[config.mk]
export PLATFORM = sky130hd
export DESIGN_NAME = dma_channel_irq_flags
export DESIGN_NICKNAME = d
export VERILOG_FILES = /design/src/dma_irq_pkg.sv /design/src/sticky_flags.sv /design/src/axil_slave.sv /design/src/dma_channel_irq_flags.sv
export SDC_FILE = /design/constraint.sdc
export NUM_CORES = 1
export LEC_CHECK = 0
export BUFFER_PORTS_ARGS = -buffer_cell sky130_fd_sc_hd__buf_2
export CAP_MARGIN = 20
export CELL_PAD_IN_SITES_DETAIL_PLACEMENT = 1
export CELL_PAD_IN_SITES_GLOBAL_PLACEMENT = 1
export CORE_MARGIN = 3
export CORE_UTILIZATION = 45
export DETAILED_ROUTE_END_ITERATION = 10
export PLACE_DENSITY_LB_ADDON = 0.15
export SYNTH_ARGS = -nofsm -noshare
export SYNTH_HDL_FRONTEND = slang
export SYNTH_SLANG_ARGS = --single-unit
[constraint.sdc]
create_clock -name clock -period 2.8 [get_ports clock]
set_clock_uncertainty 0.05 [all_clocks]
set_input_delay 0.56 -clock clock [delete_from_list [all_inputs] [get_ports clock]]
set_output_delay 0.56 -clock clock [all_outputs]
set_load 0.02 [all_outputs]
[src/dma_irq_pkg.sv]
package dma_irq_pkg;

    localparam int ADDR_W   = 12;
    localparam int DATA_W   = 32;
    localparam int STRB_W   = DATA_W / 8;
    localparam int NUM_CHAN = 32;

    // Register byte offsets
    localparam logic [ADDR_W-1:0] CHAN_EN_OFF    = 12'h000;
    localparam logic [ADDR_W-1:0] DONE_MASK_OFF  = 12'h008;
    localparam logic [ADDR_W-1:0] DONE_FLAGS_OFF = 12'h00c;
    localparam logic [ADDR_W-1:0] ERR_MASK_OFF   = 12'h010;
    localparam logic [ADDR_W-1:0] ERR_FLAGS_OFF  = 12'h014;
    localparam logic [ADDR_W-1:0] EVT_STAT_OFF   = 12'h018;
    localparam logic [ADDR_W-1:0] EVT_MASK_OFF   = 12'h01c;

    // Values after reset
    localparam logic [DATA_W-1:0] FLAGS_RST   = 32'h0000_0000;
    localparam logic [DATA_W-1:0] MASK_RST    = 32'h0000_0000;
    localparam logic [DATA_W-1:0] CHAN_EN_RST = 32'h0000_0000;

    // Summary event bits
    localparam int EVT_W        = 2;
    localparam int EVT_DONE_BIT = 0;
    localparam int EVT_ERR_BIT  = 1;

    localparam logic [1:0] RESP_OKAY   = 2'h0;
    localparam logic [1:0] RESP_SLVERR = 2'h2;

    typedef struct packed {
        logic              wr;
        logic              rd;
        logic [ADDR_W-1:0] wrAddr;
        logic [ADDR_W-1:0] rdAddr;
        logic [DATA_W-1:0] wdata;
        logic [STRB_W-1:0] strb;
    } regAccess_t;

    function automatic logic regHit(input logic [ADDR_W-1:0] a,
                                    input logic [ADDR_W-1:0] off);
        return a[ADDR_W-1:2] == off[ADDR_W-1:2];
    endfunction : regHit

    function automatic logic addrMapped(input logic [ADDR_W-1:0] a);
        return regHit(a, CHAN_EN_OFF) || regHit(a, DONE_MASK_OFF)
            || regHit(a, DONE_FLAGS_OFF) || regHit(a, ERR_MASK_OFF)
            || regHit(a, ERR_FLAGS_OFF) || regHit(a, EVT_STAT_OFF)
            || regHit(a, EVT_MASK_OFF);
    endfunction : addrMapped

    function automatic logic [DATA_W-1:0] strbMask(
        input logic [STRB_W-1:0] s);
        logic [DATA_W-1:0] m;
        m = '0;
        for (int i = 0; i < STRB_W; i++) begin
            m[i*8 +: 8] = {8{s[i]}};
        end
        return m;
    endfunction : strbMask

endpackage : dma_irq_pkg

[src/sticky_flags.sv]
module sticky_flags #(
    parameter int N = 32
)(
    input  wire logic         clock,
    input  wire logic         rstn,
    input  wire logic         clockEn,
    input  wire logic [N-1:0] set,
    input  wire logic [N-1:0] clr,
    output logic      [N-1:0] q
);
    import dma_irq_pkg::*;

    // Set beats a clear landing in the same cycle, so no event is lost
    always_ff @(posedge clock or negedge rstn) begin
        if (!rstn) begin
            q <= FLAGS_RST[N-1:0];
        end else if (clockEn) begin
            q <= (q & ~clr) | set;
        end
    end

endmodule : sticky_flags

[src/axil_slave.sv]
module axil_slave (
    input  wire logic                           clock,
    input  wire logic                           rstn,
    input  wire logic                           clockEn,
    input  wire logic [dma_irq_pkg::ADDR_W-1:0] awaddr,
    input  wire logic                           awvalid,
    output logic                                awready,
    input  wire logic [dma_irq_pkg::DATA_W-1:0] wdata,
    input  wire logic [dma_irq_pkg::STRB_W-1:0] wstrb,
    input  wire logic                           wvalid,
    output logic                                wready,
    output logic      [1:0]                     bresp,
    output logic                                bvalid,
    input  wire logic                           bready,
    input  wire logic [dma_irq_pkg::ADDR_W-1:0] araddr,
    input  wire logic                           arvalid,
    output logic                                arready,
    output logic      [dma_irq_pkg::DATA_W-1:0] rdata,
    output logic      [1:0]                     rresp,
    output logic                                rvalid,
    input  wire logic                           rready,
    output dma_irq_pkg::regAccess_t             acc,
    input  wire logic [dma_irq_pkg::DATA_W-1:0] rdData
);
    import dma_irq_pkg::*;

    logic              awHeld_q;
    logic [ADDR_W-1:0] awAddr_q;
    logic              wHeld_q;
    logic [DATA_W-1:0] wData_q;
    logic [STRB_W-1:0] wStrb_q;
    logic              wrFire;
    logic              rdFire;

    // Address and data may arrive in either order; each is parked
    assign awready = clockEn && !awHeld_q && !bvalid;
    assign wready  = clockEn && !wHeld_q && !bvalid;
    assign arready = clockEn && !rvalid;
    assign wrFire  = clockEn && awHeld_q && wHeld_q && !bvalid;
    assign rdFire  = arvalid && arready;

    assign acc.wr     = wrFire && addrMapped(awAddr_q);
    assign acc.rd     = rdFire && addrMapped(araddr);
    assign acc.wrAddr = awAddr_q;
    assign acc.rdAddr = araddr;
    assign acc.wdata  = wData_q;
    assign acc.strb   = wStrb_q;

    always_ff @(posedge clock or negedge rstn) begin
        if (!rstn) begin
            awHeld_q <= 1'b0;
            awAddr_q <= '0;
        end else if (clockEn) begin
            if (awvalid && awready) begin
                awHeld_q <= 1'b1;
                awAddr_q <= awaddr;
            end else if (wrFire) begin
                awHeld_q <= 1'b0;
            end
        end
    end

    always_ff @(posedge clock or negedge rstn) begin
        if (!rstn) begin
            wHeld_q <= 1'b0;
            wData_q <= '0;
            wStrb_q <= '0;
        end else if (clockEn) begin
            if (wvalid && wready) begin
                wHeld_q <= 1'b1;
                wData_q <= wdata;
                wStrb_q <= wstrb;
            end else if (wrFire) begin
                wHeld_q <= 1'b0;
            end
        end
    end

    always_ff @(posedge clock or negedge rstn) begin
        if (!rstn) begin
            bvalid <= 1'b0;
            bresp  <= RESP_OKAY;
        end else if (clockEn) begin
            if (wrFire) begin
                bvalid <= 1'b1;
                bresp  <= addrMapped(awAddr_q) ? RESP_OKAY : RESP_SLVERR;
            end else if (bready) begin
                bvalid <= 1'b0;
            end
        end
    end

    // Data captured at the address edge: a read-clear cannot lose it
    always_ff @(posedge clock or negedge rstn) begin
        if (!rstn) begin
            rvalid <= 1'b0;
            rdata  <= '0;
            rresp  <= RESP_OKAY;
        end else if (clockEn) begin
            if (rdFire) begin
                rvalid <= 1'b1;
                rdata  <= addrMapped(araddr) ? rdData : '0;
                rresp  <= addrMapped(araddr) ? RESP_OKAY : RESP_SLVERR;
            end else if (rready) begin
                rvalid <= 1'b0;
            end
        end
    end

endmodule : axil_slave

[src/dma_channel_irq_flags.sv]
// Operation
// Each channel has a completion flag at its own bit, set when it finishes.
// A completion flag reads 1 once the transfer completed, else 0.
// Completion flags reset to 0; writing 1 clears one, writing 0 keeps it.
// Each channel has a read/write bus-error mask bit at its own bit, to 31.
// Bus-error mask bits reset to 0, masking every bus-error interrupt.
// A bus-error mask bit of 0 blocks that interrupt, 1 lets it through.
// A set bus-error flag with its mask bit at 1 raises the interrupt.
// A bus error on a channel sets its bus-error flag and disables it.
// Each channel has a completion mask bit, reset 0, 1 lets the flag pass.
// The interrupt is high while any flag is set with its mask bit set.
module dma_channel_irq_flags #(
    parameter int NCH = dma_irq_pkg::NUM_CHAN
)(
    input  wire logic                           clock,
    input  wire logic                           rstn,
    input  wire logic                           clockEn,
    input  wire logic [dma_irq_pkg::ADDR_W-1:0] awaddr,
    input  wire logic                           awvalid,
    output logic                                awready,
    input  wire logic [dma_irq_pkg::DATA_W-1:0] wdata,
    input  wire logic [dma_irq_pkg::STRB_W-1:0] wstrb,
    input  wire logic                           wvalid,
    output logic                                wready,
    output logic      [1:0]                     bresp,
    output logic                                bvalid,
    input  wire logic                           bready,
    input  wire logic [dma_irq_pkg::ADDR_W-1:0] araddr,
    input  wire logic                           arvalid,
    output logic                                arready,
    output logic      [dma_irq_pkg::DATA_W-1:0] rdata,
    output logic      [1:0]                     rresp,
    output logic                                rvalid,
    input  wire logic                           rready,
    input  wire logic [NCH-1:0]                 doneEvt,
    input  wire logic [NCH-1:0]                 busErrEvt,
    output logic      [NCH-1:0]                 chanEnable,
    output logic                                irq
);
    import dma_irq_pkg::*;

    regAccess_t        acc;
    logic [DATA_W-1:0] rdData;
    logic [DATA_W-1:0] wrBits;
    logic [DATA_W-1:0] byteMask;
    logic [NCH-1:0]    chanEn_q;
    logic [NCH-1:0]    chanEn_d;
    logic [NCH-1:0]    doneMask_q;
    logic [NCH-1:0]    errMask_q;
    logic [EVT_W-1:0]  evtMask_q;
    logic [NCH-1:0]    doneFlags;
    logic [NCH-1:0]    errFlags;
    logic [NCH-1:0]    doneClr;
    logic [NCH-1:0]    errClr;
    logic [EVT_W-1:0]  evtFlags;
    logic [EVT_W-1:0]  evtSet;
    logic [EVT_W-1:0]  evtClr;
    logic              irqTerm;
    logic              irq_q;

    axil_slave uBus (
        .clock   (clock),
        .rstn    (rstn),
        .clockEn (clockEn),
        .awaddr  (awaddr),
        .awvalid (awvalid),
        .awready (awready),
        .wdata   (wdata),
        .wstrb   (wstrb),
        .wvalid  (wvalid),
        .wready  (wready),
        .bresp   (bresp),
        .bvalid  (bvalid),
        .bready  (bready),
        .araddr  (araddr),
        .arvalid (arvalid),
        .arready (arready),
        .rdata   (rdata),
        .rresp   (rresp),
        .rvalid  (rvalid),
        .rready  (rready),
        .acc     (acc),
        .rdData  (rdData)
    );

    function automatic logic wrHit(input regAccess_t a,
                                   input logic [ADDR_W-1:0] off);
        return a.wr && regHit(a.wrAddr, off);
    endfunction : wrHit

    function automatic logic rdHit(input regAccess_t a,
                                   input logic [ADDR_W-1:0] off);
        return a.rd && regHit(a.rdAddr, off);
    endfunction : rdHit

    // Unstrobed byte lanes neither write nor clear
    assign byteMask = strbMask(acc.strb);
    assign wrBits   = acc.wdata & byteMask;

    function automatic logic [NCH-1:0] merge(input logic [NCH-1:0] q,
                                             input logic [DATA_W-1:0] d,
                                             input logic [DATA_W-1:0] m);
        return (q & ~m[NCH-1:0]) | (d[NCH-1:0] & m[NCH-1:0]);
    endfunction : merge

    // Bus error drops the enable even against a same-cycle write
    always_comb begin
        chanEn_d = chanEn_q;
        if (wrHit(acc, CHAN_EN_OFF)) begin
            chanEn_d = merge(chanEn_q, acc.wdata, byteMask);
        end
        chanEn_d = chanEn_d & ~busErrEvt;
    end

    always_ff @(posedge clock or negedge rstn) begin
        if (!rstn) begin
            chanEn_q <= CHAN_EN_RST[NCH-1:0];
        end else if (clockEn) begin
            chanEn_q <= chanEn_d;
        end
    end

    always_ff @(posedge clock or negedge rstn) begin
        if (!rstn) begin
            doneMask_q <= MASK_RST[NCH-1:0];
        end else if (clockEn && wrHit(acc, DONE_MASK_OFF)) begin
            doneMask_q <= merge(doneMask_q, acc.wdata, byteMask);
        end
    end

    always_ff @(posedge clock or negedge rstn) begin
        if (!rstn) begin
            errMask_q <= MASK_RST[NCH-1:0];
        end else if (clockEn && wrHit(acc, ERR_MASK_OFF)) begin
            errMask_q <= merge(errMask_q, acc.wdata, byteMask);
        end
    end

    always_ff @(posedge clock or negedge rstn) begin
        if (!rstn) begin
            evtMask_q <= MASK_RST[EVT_W-1:0];
        end else if (clockEn && wrHit(acc, EVT_MASK_OFF)) begin
            evtMask_q <= (evtMask_q & ~byteMask[EVT_W-1:0])
                       | wrBits[EVT_W-1:0];
        end
    end

    assign doneClr = wrHit(acc, DONE_FLAGS_OFF) ? wrBits[NCH-1:0]
                                                : '0;
    assign errClr  = wrHit(acc, ERR_FLAGS_OFF) ? wrBits[NCH-1:0] : '0;

    // Completion flags, one per channel at its own bit
    sticky_flags #(.N(NCH)) uDone (
        .clock   (clock),
        .rstn    (rstn),
        .clockEn (clockEn),
        .set     (doneEvt),
        .clr     (doneClr),
        .q       (doneFlags)
    );

    sticky_flags #(.N(NCH)) uErr (
        .clock   (clock),
        .rstn    (rstn),
        .clockEn (clockEn),
        .set     (busErrEvt),
        .clr     (errClr),
        .q       (errFlags)
    );

    // Summary of any event since last read; reading it clears it
    assign evtSet[EVT_DONE_BIT] = |doneEvt;
    assign evtSet[EVT_ERR_BIT]  = |busErrEvt;
    assign evtClr = rdHit(acc, EVT_STAT_OFF) ? '1 : '0;

    sticky_flags #(.N(EVT_W)) uEvt (
        .clock   (clock),
        .rstn    (rstn),
        .clockEn (clockEn),
        .set     (evtSet),
        .clr     (evtClr),
        .q       (evtFlags)
    );

    always_comb begin
        rdData = '0;
        if (regHit(acc.rdAddr, CHAN_EN_OFF)) begin
            rdData = DATA_W'(chanEn_q);
        end else if (regHit(acc.rdAddr, DONE_MASK_OFF)) begin
            rdData = DATA_W'(doneMask_q);
        end else if (regHit(acc.rdAddr, DONE_FLAGS_OFF)) begin
            rdData = DATA_W'(doneFlags);
        end else if (regHit(acc.rdAddr, ERR_MASK_OFF)) begin
            rdData = DATA_W'(errMask_q);
        end else if (regHit(acc.rdAddr, ERR_FLAGS_OFF)) begin
            rdData = DATA_W'(errFlags);
        end else if (regHit(acc.rdAddr, EVT_STAT_OFF)) begin
            rdData = DATA_W'(evtFlags);
        end else if (regHit(acc.rdAddr, EVT_MASK_OFF)) begin
            rdData = DATA_W'(evtMask_q);
        end
    end

    // Mask 0 blocks, 1 passes, for every source
    assign irqTerm = |(doneFlags & doneMask_q)
                   | |(errFlags & errMask_q)
                   | |(evtFlags & evtMask_q);

    // Registered so the pin never glitches while flags settle
    always_ff @(posedge clock or negedge rstn) begin
        if (!rstn) begin
            irq_q <= 1'b0;
        end else if (clockEn) begin
            irq_q <= irqTerm;
        end
    end

    assign irq        = irq_q;
    assign chanEnable = chanEn_q;
endmodule : dma_channel_irq_flags

[Word-level counts from Yosys, hierarchy flattened]
Cells that the tools add are included.
Storage, ports and cells
  flip-flop bits (word level): 253
  input bits: 132
Operators by class
  equality and inequality tests: 12
  bitwise logic cells: 27
  mux-type cells: 21
  reductions and logical operators: 58
Operators with widths (count)
  32-bit bitwise AND: 9
  32-bit two-way mux: 9
  32-bit bitwise OR: 5
  32-bit inverter: 4
  32-bit OR reduction: 4
  10-bit by 3-bit equality test with 1-bit output, second input constant: 8
  10-bit by 2-bit equality test with 1-bit output, second input constant: 4
  1-bit logical AND: 23
  10-bit zero test: 2
  2-bit AND reduction: 8
  1-bit logical OR: 12
  2-bit two-way mux: 5
  2-bit nonzero test: 4
  1-bit two-way mux: 7
  2-bit bitwise AND: 3
  1-bit zero test: 4
  2-bit inverter: 2
  2-bit bitwise OR: 2
  1-bit bitwise OR: 2
  2-bit OR reduction: 1

[Longest topological paths before layout]
  depth in word-level cells: 13
  mapped depth: 8
  mapped depth without buffers: 5

[Hierarchy]
From an unflattened synthesis, not the netlist that was laid out.
Unflattened totals
  cells, all modules: 1074
  area, all modules: 12221.7 µm²
By module, submodules not included
  dma_channel_irq_flags: area each 6212.2 µm², seq. area each 2477.4 µm², cells each 640, instances 1
  axil_slave: area each 3352.0 µm², seq. area each 2152.1 µm², cells each 222, instances 1
  sticky_flags at uDone ...: area each 1291.2 µm², seq. area each 800.8 µm², cells each 103, instances 2
  sticky_flags at uEvt: area each 75.1 µm², seq. area each 50.0 µm², cells each 6, instances 1

[Least setup slack after synthesis]
Ideal clock, no wire load.
  path type: reg-to-reg
  start point: register uBus.awAddr_q[11]
  end point: register with a tool-made name
  buffers on the path: 1
  arrival: 2.109 ns
  setup slack: 0.517 ns
  cell stages (with the launch flop): 7
  library setup time: 0.125 ns
  clock period less this slack: 2.283 ns
  cell sequence: dfrtp_1 > or4_4 > nor3_4 > buf_6 > nand3b_4 > nor3b_4 > mux2_2
RTL lines
  from (decl): line axil_slave.sv:28  | logic [ADDR_W-1:0] awAddr_q;
  from (signal assigned): line axil_slave.sv:56  | awAddr_q <= awaddr;

[Worst setup path after layout]
  start point: register uBus.awAddr_q[11]
  end point: register uDone.q[29]
On the way
  longest elaborated chain between the ends: 13
Ends and longest elaborated chain
  10-bit by 2-bit equality test with 1-bit output / 10-bit zero test (equally long branches): line dma_irq_pkg.sv:41  | return a[ADDR_W-1:2] == off[ADDR_W-1:2];
  1-bit logical OR: line dma_irq_pkg.sv:45  | return regHit(a, CHAN_EN_OFF) || regHit(a, DONE_MASK_OFF)
  1-bit logical OR (2 in a row): line dma_irq_pkg.sv:46  | || regHit(a, DONE_FLAGS_OFF) || regHit(a, ERR_MASK_OFF)
  1-bit logical OR (2 in a row): line dma_irq_pkg.sv:47  | || regHit(a, ERR_FLAGS_OFF) || regHit(a, EVT_STAT_OFF)
  1-bit logical OR: line dma_irq_pkg.sv:48  | || regHit(a, EVT_MASK_OFF);
  1-bit logical AND: line axil_slave.sv:42  | assign acc.wr = wrFire && addrMapped(awAddr_q);
  1-bit logical AND (*): line dma_channel_irq_flags.sv:88  | return a.wr && regHit(a.wrAddr, off);
  32-bit two-way mux (*): line dma_channel_irq_flags.sv:148  | assign doneClr = wrHit(acc, DONE_FLAGS_OFF) ? wrBits[NCH-1:0]
  32-bit inverter (*): line sticky_flags.sv:18  | q <= (q & ~clr) | set;
  32-bit bitwise AND (*): line sticky_flags.sv:18
  32-bit bitwise OR (*): line sticky_flags.sv:18
  to (signal assigned): line sticky_flags.sv:16  | q <= FLAGS_RST[N-1:0];
  to (signal assigned): line sticky_flags.sv:18
  to (decl): line sticky_flags.sv:9  | output logic [N-1:0] q
Every way passes the cells marked *; elsewhere a longest branch is shown, timed or not.
A chain may end at the register's enable or synchronous reset.

==> flow_summary.yaml <==
clocking:
  ctsHoldBuffers: 1
  cts_tree: "yes"
  htreeDepth: 1
  clock_latency_ns: 0.55
  numCtsBuffers: 28
  clk_pin_slew_ns: 0.06
  clkSinkCount: 249
  clk_path_buf_depth: 3
  root_buffer: "clkbuf_16"
  ctsResizeCount: 0
  postCtsSetupBuffers: 0
layout:
  multi_input_area_um2: 5291
  nNetsFinal: 1368
  seq_area_um2: 6231
  fillers: 2728
  final_cell_mix: "dfrtp_1, buf_2, mux2_2"
  final_common_cell: "dfrtp_1"
  syn_to_final_growth_pct: 21.72
  antenna_cells: 0
  drive_gt1_share_pct: 33.15
  final_util_pct: 56.40
power_and_ir_drop:
  switching_power_mw: 3.006
  peakVddDrop_mv: 0.4628
  p_int_mw: 6.906
  p_per_area_nw_per_um2: 688.0
  p_seq_share_pct: 48.9
  combPwrFrac_pct: 12.5
  power.clock.fraction_pct: 38.5
  swShare_pct: 30.33
  p_leak_nw: 6.520
setup_path:
  slowest_stage: "or4_4"
  path_max_fanout: 14
  worstPathArrival_ns: 2.84
  slowest_delay_ns: 0.57
  critPathBufInv: 1
  r2r_setup_slack_ns: 0.34
  end_kind: "flip-flop"
  worst-setup-path-type: "flip-flop to flip-flop"
  crit_chain: "or4_4 -> nor3_4 -> buf_4 -> and3_1 -> nand2_1 -> a22o_1"
  cp.required_ns: 3.18
  cp-start-kind: "flip-flop"
  crit_family: "simple AND/OR/NAND/NOR gates"
die:
  core_area_um2: 25540
  die_h_um: 168.2
  std_cell_rows: 58
  die_x_um: 168.2
  initial_core_util_pct: 46.34
  die_area_um2: 28280
  io_pins: 206
routing:
  vias_per_cell: 6.564
  wl_um: 45080
  ant_nets: 0
  vias: 10420
  drc: 0
  drtIter0Drc: 924
  dr.pass1.iters: 5
  routedWlPerCell_um: 28.39
worst_hold_path:
  hp-class: "primary input to flip-flop"
yosys:
  synth.largest_area_cell: "dfrtp_1"
  ys_seq_area_share_pct: 52.64
  syn_inst: 1032
  synthTopCellsByArea: "dfrtp_1, mux2_2, a22o_1"
  syn_area_um2: 11840
  async_flop_share_pct: 100.0
  synth_edf_count: 0
  ys_types: 51
  yosys_warnings: 0
  avgSynthCellArea_um2: 11.47
  ys.flop_type: "dfrtp_1"
  synth_top_area_share_pct: 52.64
  ys_seq_elements: 249
grt:
  grt_pass1_vias: 10850
  antenna_found_initial: 1
  grt_pass1_wl_um: 68940
  track_usage_pct: 31.55
  grt_max_degree: 73
  overflow: 0
timing:
  slew_headroom_pct: 51.50
  finalHoldViolCount: 0
  fin_crit_sh_pct: 87.76
  rsz0062_at_grt: "false"
  setup_viol: 0
  max_clock_freq_ghz: 0.4069
  slew_violations: 0
  finalCriticalPeriod_ns: 2.457
  tightest_slew_ns: 0.7208
  tns_ns: 0
job:
  timing.max_cap.violations: 0
run_status:
  run_status: "completed"
placement:
  gp_congestion: 0.8937
  io_buffers: 199
  hpwl_um: 31160
[synthesized netlist by cell type (all sizes together), types with 2 or more instances]
library cell and n:
dfrtp 249, mux2 111, a21oi 94, a22o 72, clkbuf 63, o2bb2ai 61, nand2 47, nor2 44
nand3 38, nor2b 34, o22ai 32, mux2i 31, a221o 30, nor4 18, a22oi 15, buf 14
nand4 13, a221oi 10, and3 10, inv 6, nor3 4, a211o 3, and4 3, nand2b 3
nor3b 3, nor4b 3, o21ai 3, mux4 2, nand3b 2, or4 2
[routing by layer]
metal,track usage (%),up-vias,routed length [um]
li1,-,4381,-
met5,0,-,13
met1,43.68,5348,18590
met3,4.954,120,3523
met2,50.48,573,21140
met4,11.81,2,1815
[power by group through the flow]
stage                     Clock [mW]  Sequential [mW]  Combinational [mW]
after CTS                       3.85             4.84                1.25
final                           3.82             4.85                1.24
after floorplan                    0             4.44               0.867
after global routing            4.02             4.92                1.35
after detailed placement           0             4.90                1.24
after global placement             0             4.87                1.19
[through the flow]
step	setup WS, ns	hold WS (ns)	cells	power (mW)	cell area, um2
3_5_place_dp	0.3139	0.4416	1535	6.135	13440
5_1_grt	0.2631	0.1635	1588	10.30	14410
2_1_floorplan	0.5166	0.2144	1033	5.310	11840
3_3_place_gp	0.3672	0.4337	1535	6.068	13440
4_1_cts	0.3461	0.1588	1588	9.937	14410
6_report	0.3426	0.1665	1588	9.912	14410
[worst register-to-register path, cell delays in order, from the launching register on]
cell,delay (ns)
dfrtp_1,0.38
or4_4,0.57
nor3_4,0.24
buf_4,0.22
and3_1,0.56
nand2_1,0.13
a22o_1,0.20
[cells by family after synthesis]
group	after synthesis	share of synthesized area, %
multiplexers	144	13.56
AO/OA/AOI/OAI	326	20.49
flip-flops	249	52.64
AND/OR/NAND/NOR	228	10.39
buffers and inverters	84	2.886
other	1	0.03168
[path summary, 6_finish.rpt]
path | start | depth (start not counted) | endpoint
worst min register to register | uBus.awAddr_q[8]$_DFFE_PN0P_ | 1 | uBus.awAddr_q[8]$_DFFE_PN0P_
worst max-delay path | uBus.awAddr_q[11]$_DFFE_PN0P_ | 6 | uDone.q[29]$_DFFE_PN0P_
min in group asynchronous | rstn | 2 | uBus.wData_q[24]$_DFFE_PN0P_
worst min-delay path | busErrEvt[4] | 2 | chanEnable[4]$_DFFE_PN0P_
max in group asynchronous | rstn | 3 | uErr.q[6]$_DFFE_PN0P_
worst max register to register | uBus.awAddr_q[11]$_DFFE_PN0P_ | 6 | uDone.q[29]$_DFFE_PN0P_
[cell type report]
class | instances | share of cell area, %
Sequential cell | 249 | 43.25
Multi-Input combinational cell | 700 | 36.73
Clock buffer | 44 | 5.983
Tap cell | 330 | 2.866
Inverter | 7 | 0.1824
Timing Repair Buffer | 250 | 10.35
Clock inverter | 8 | 0.6426
No activity file was read; power rests on OpenSTA's default activity.
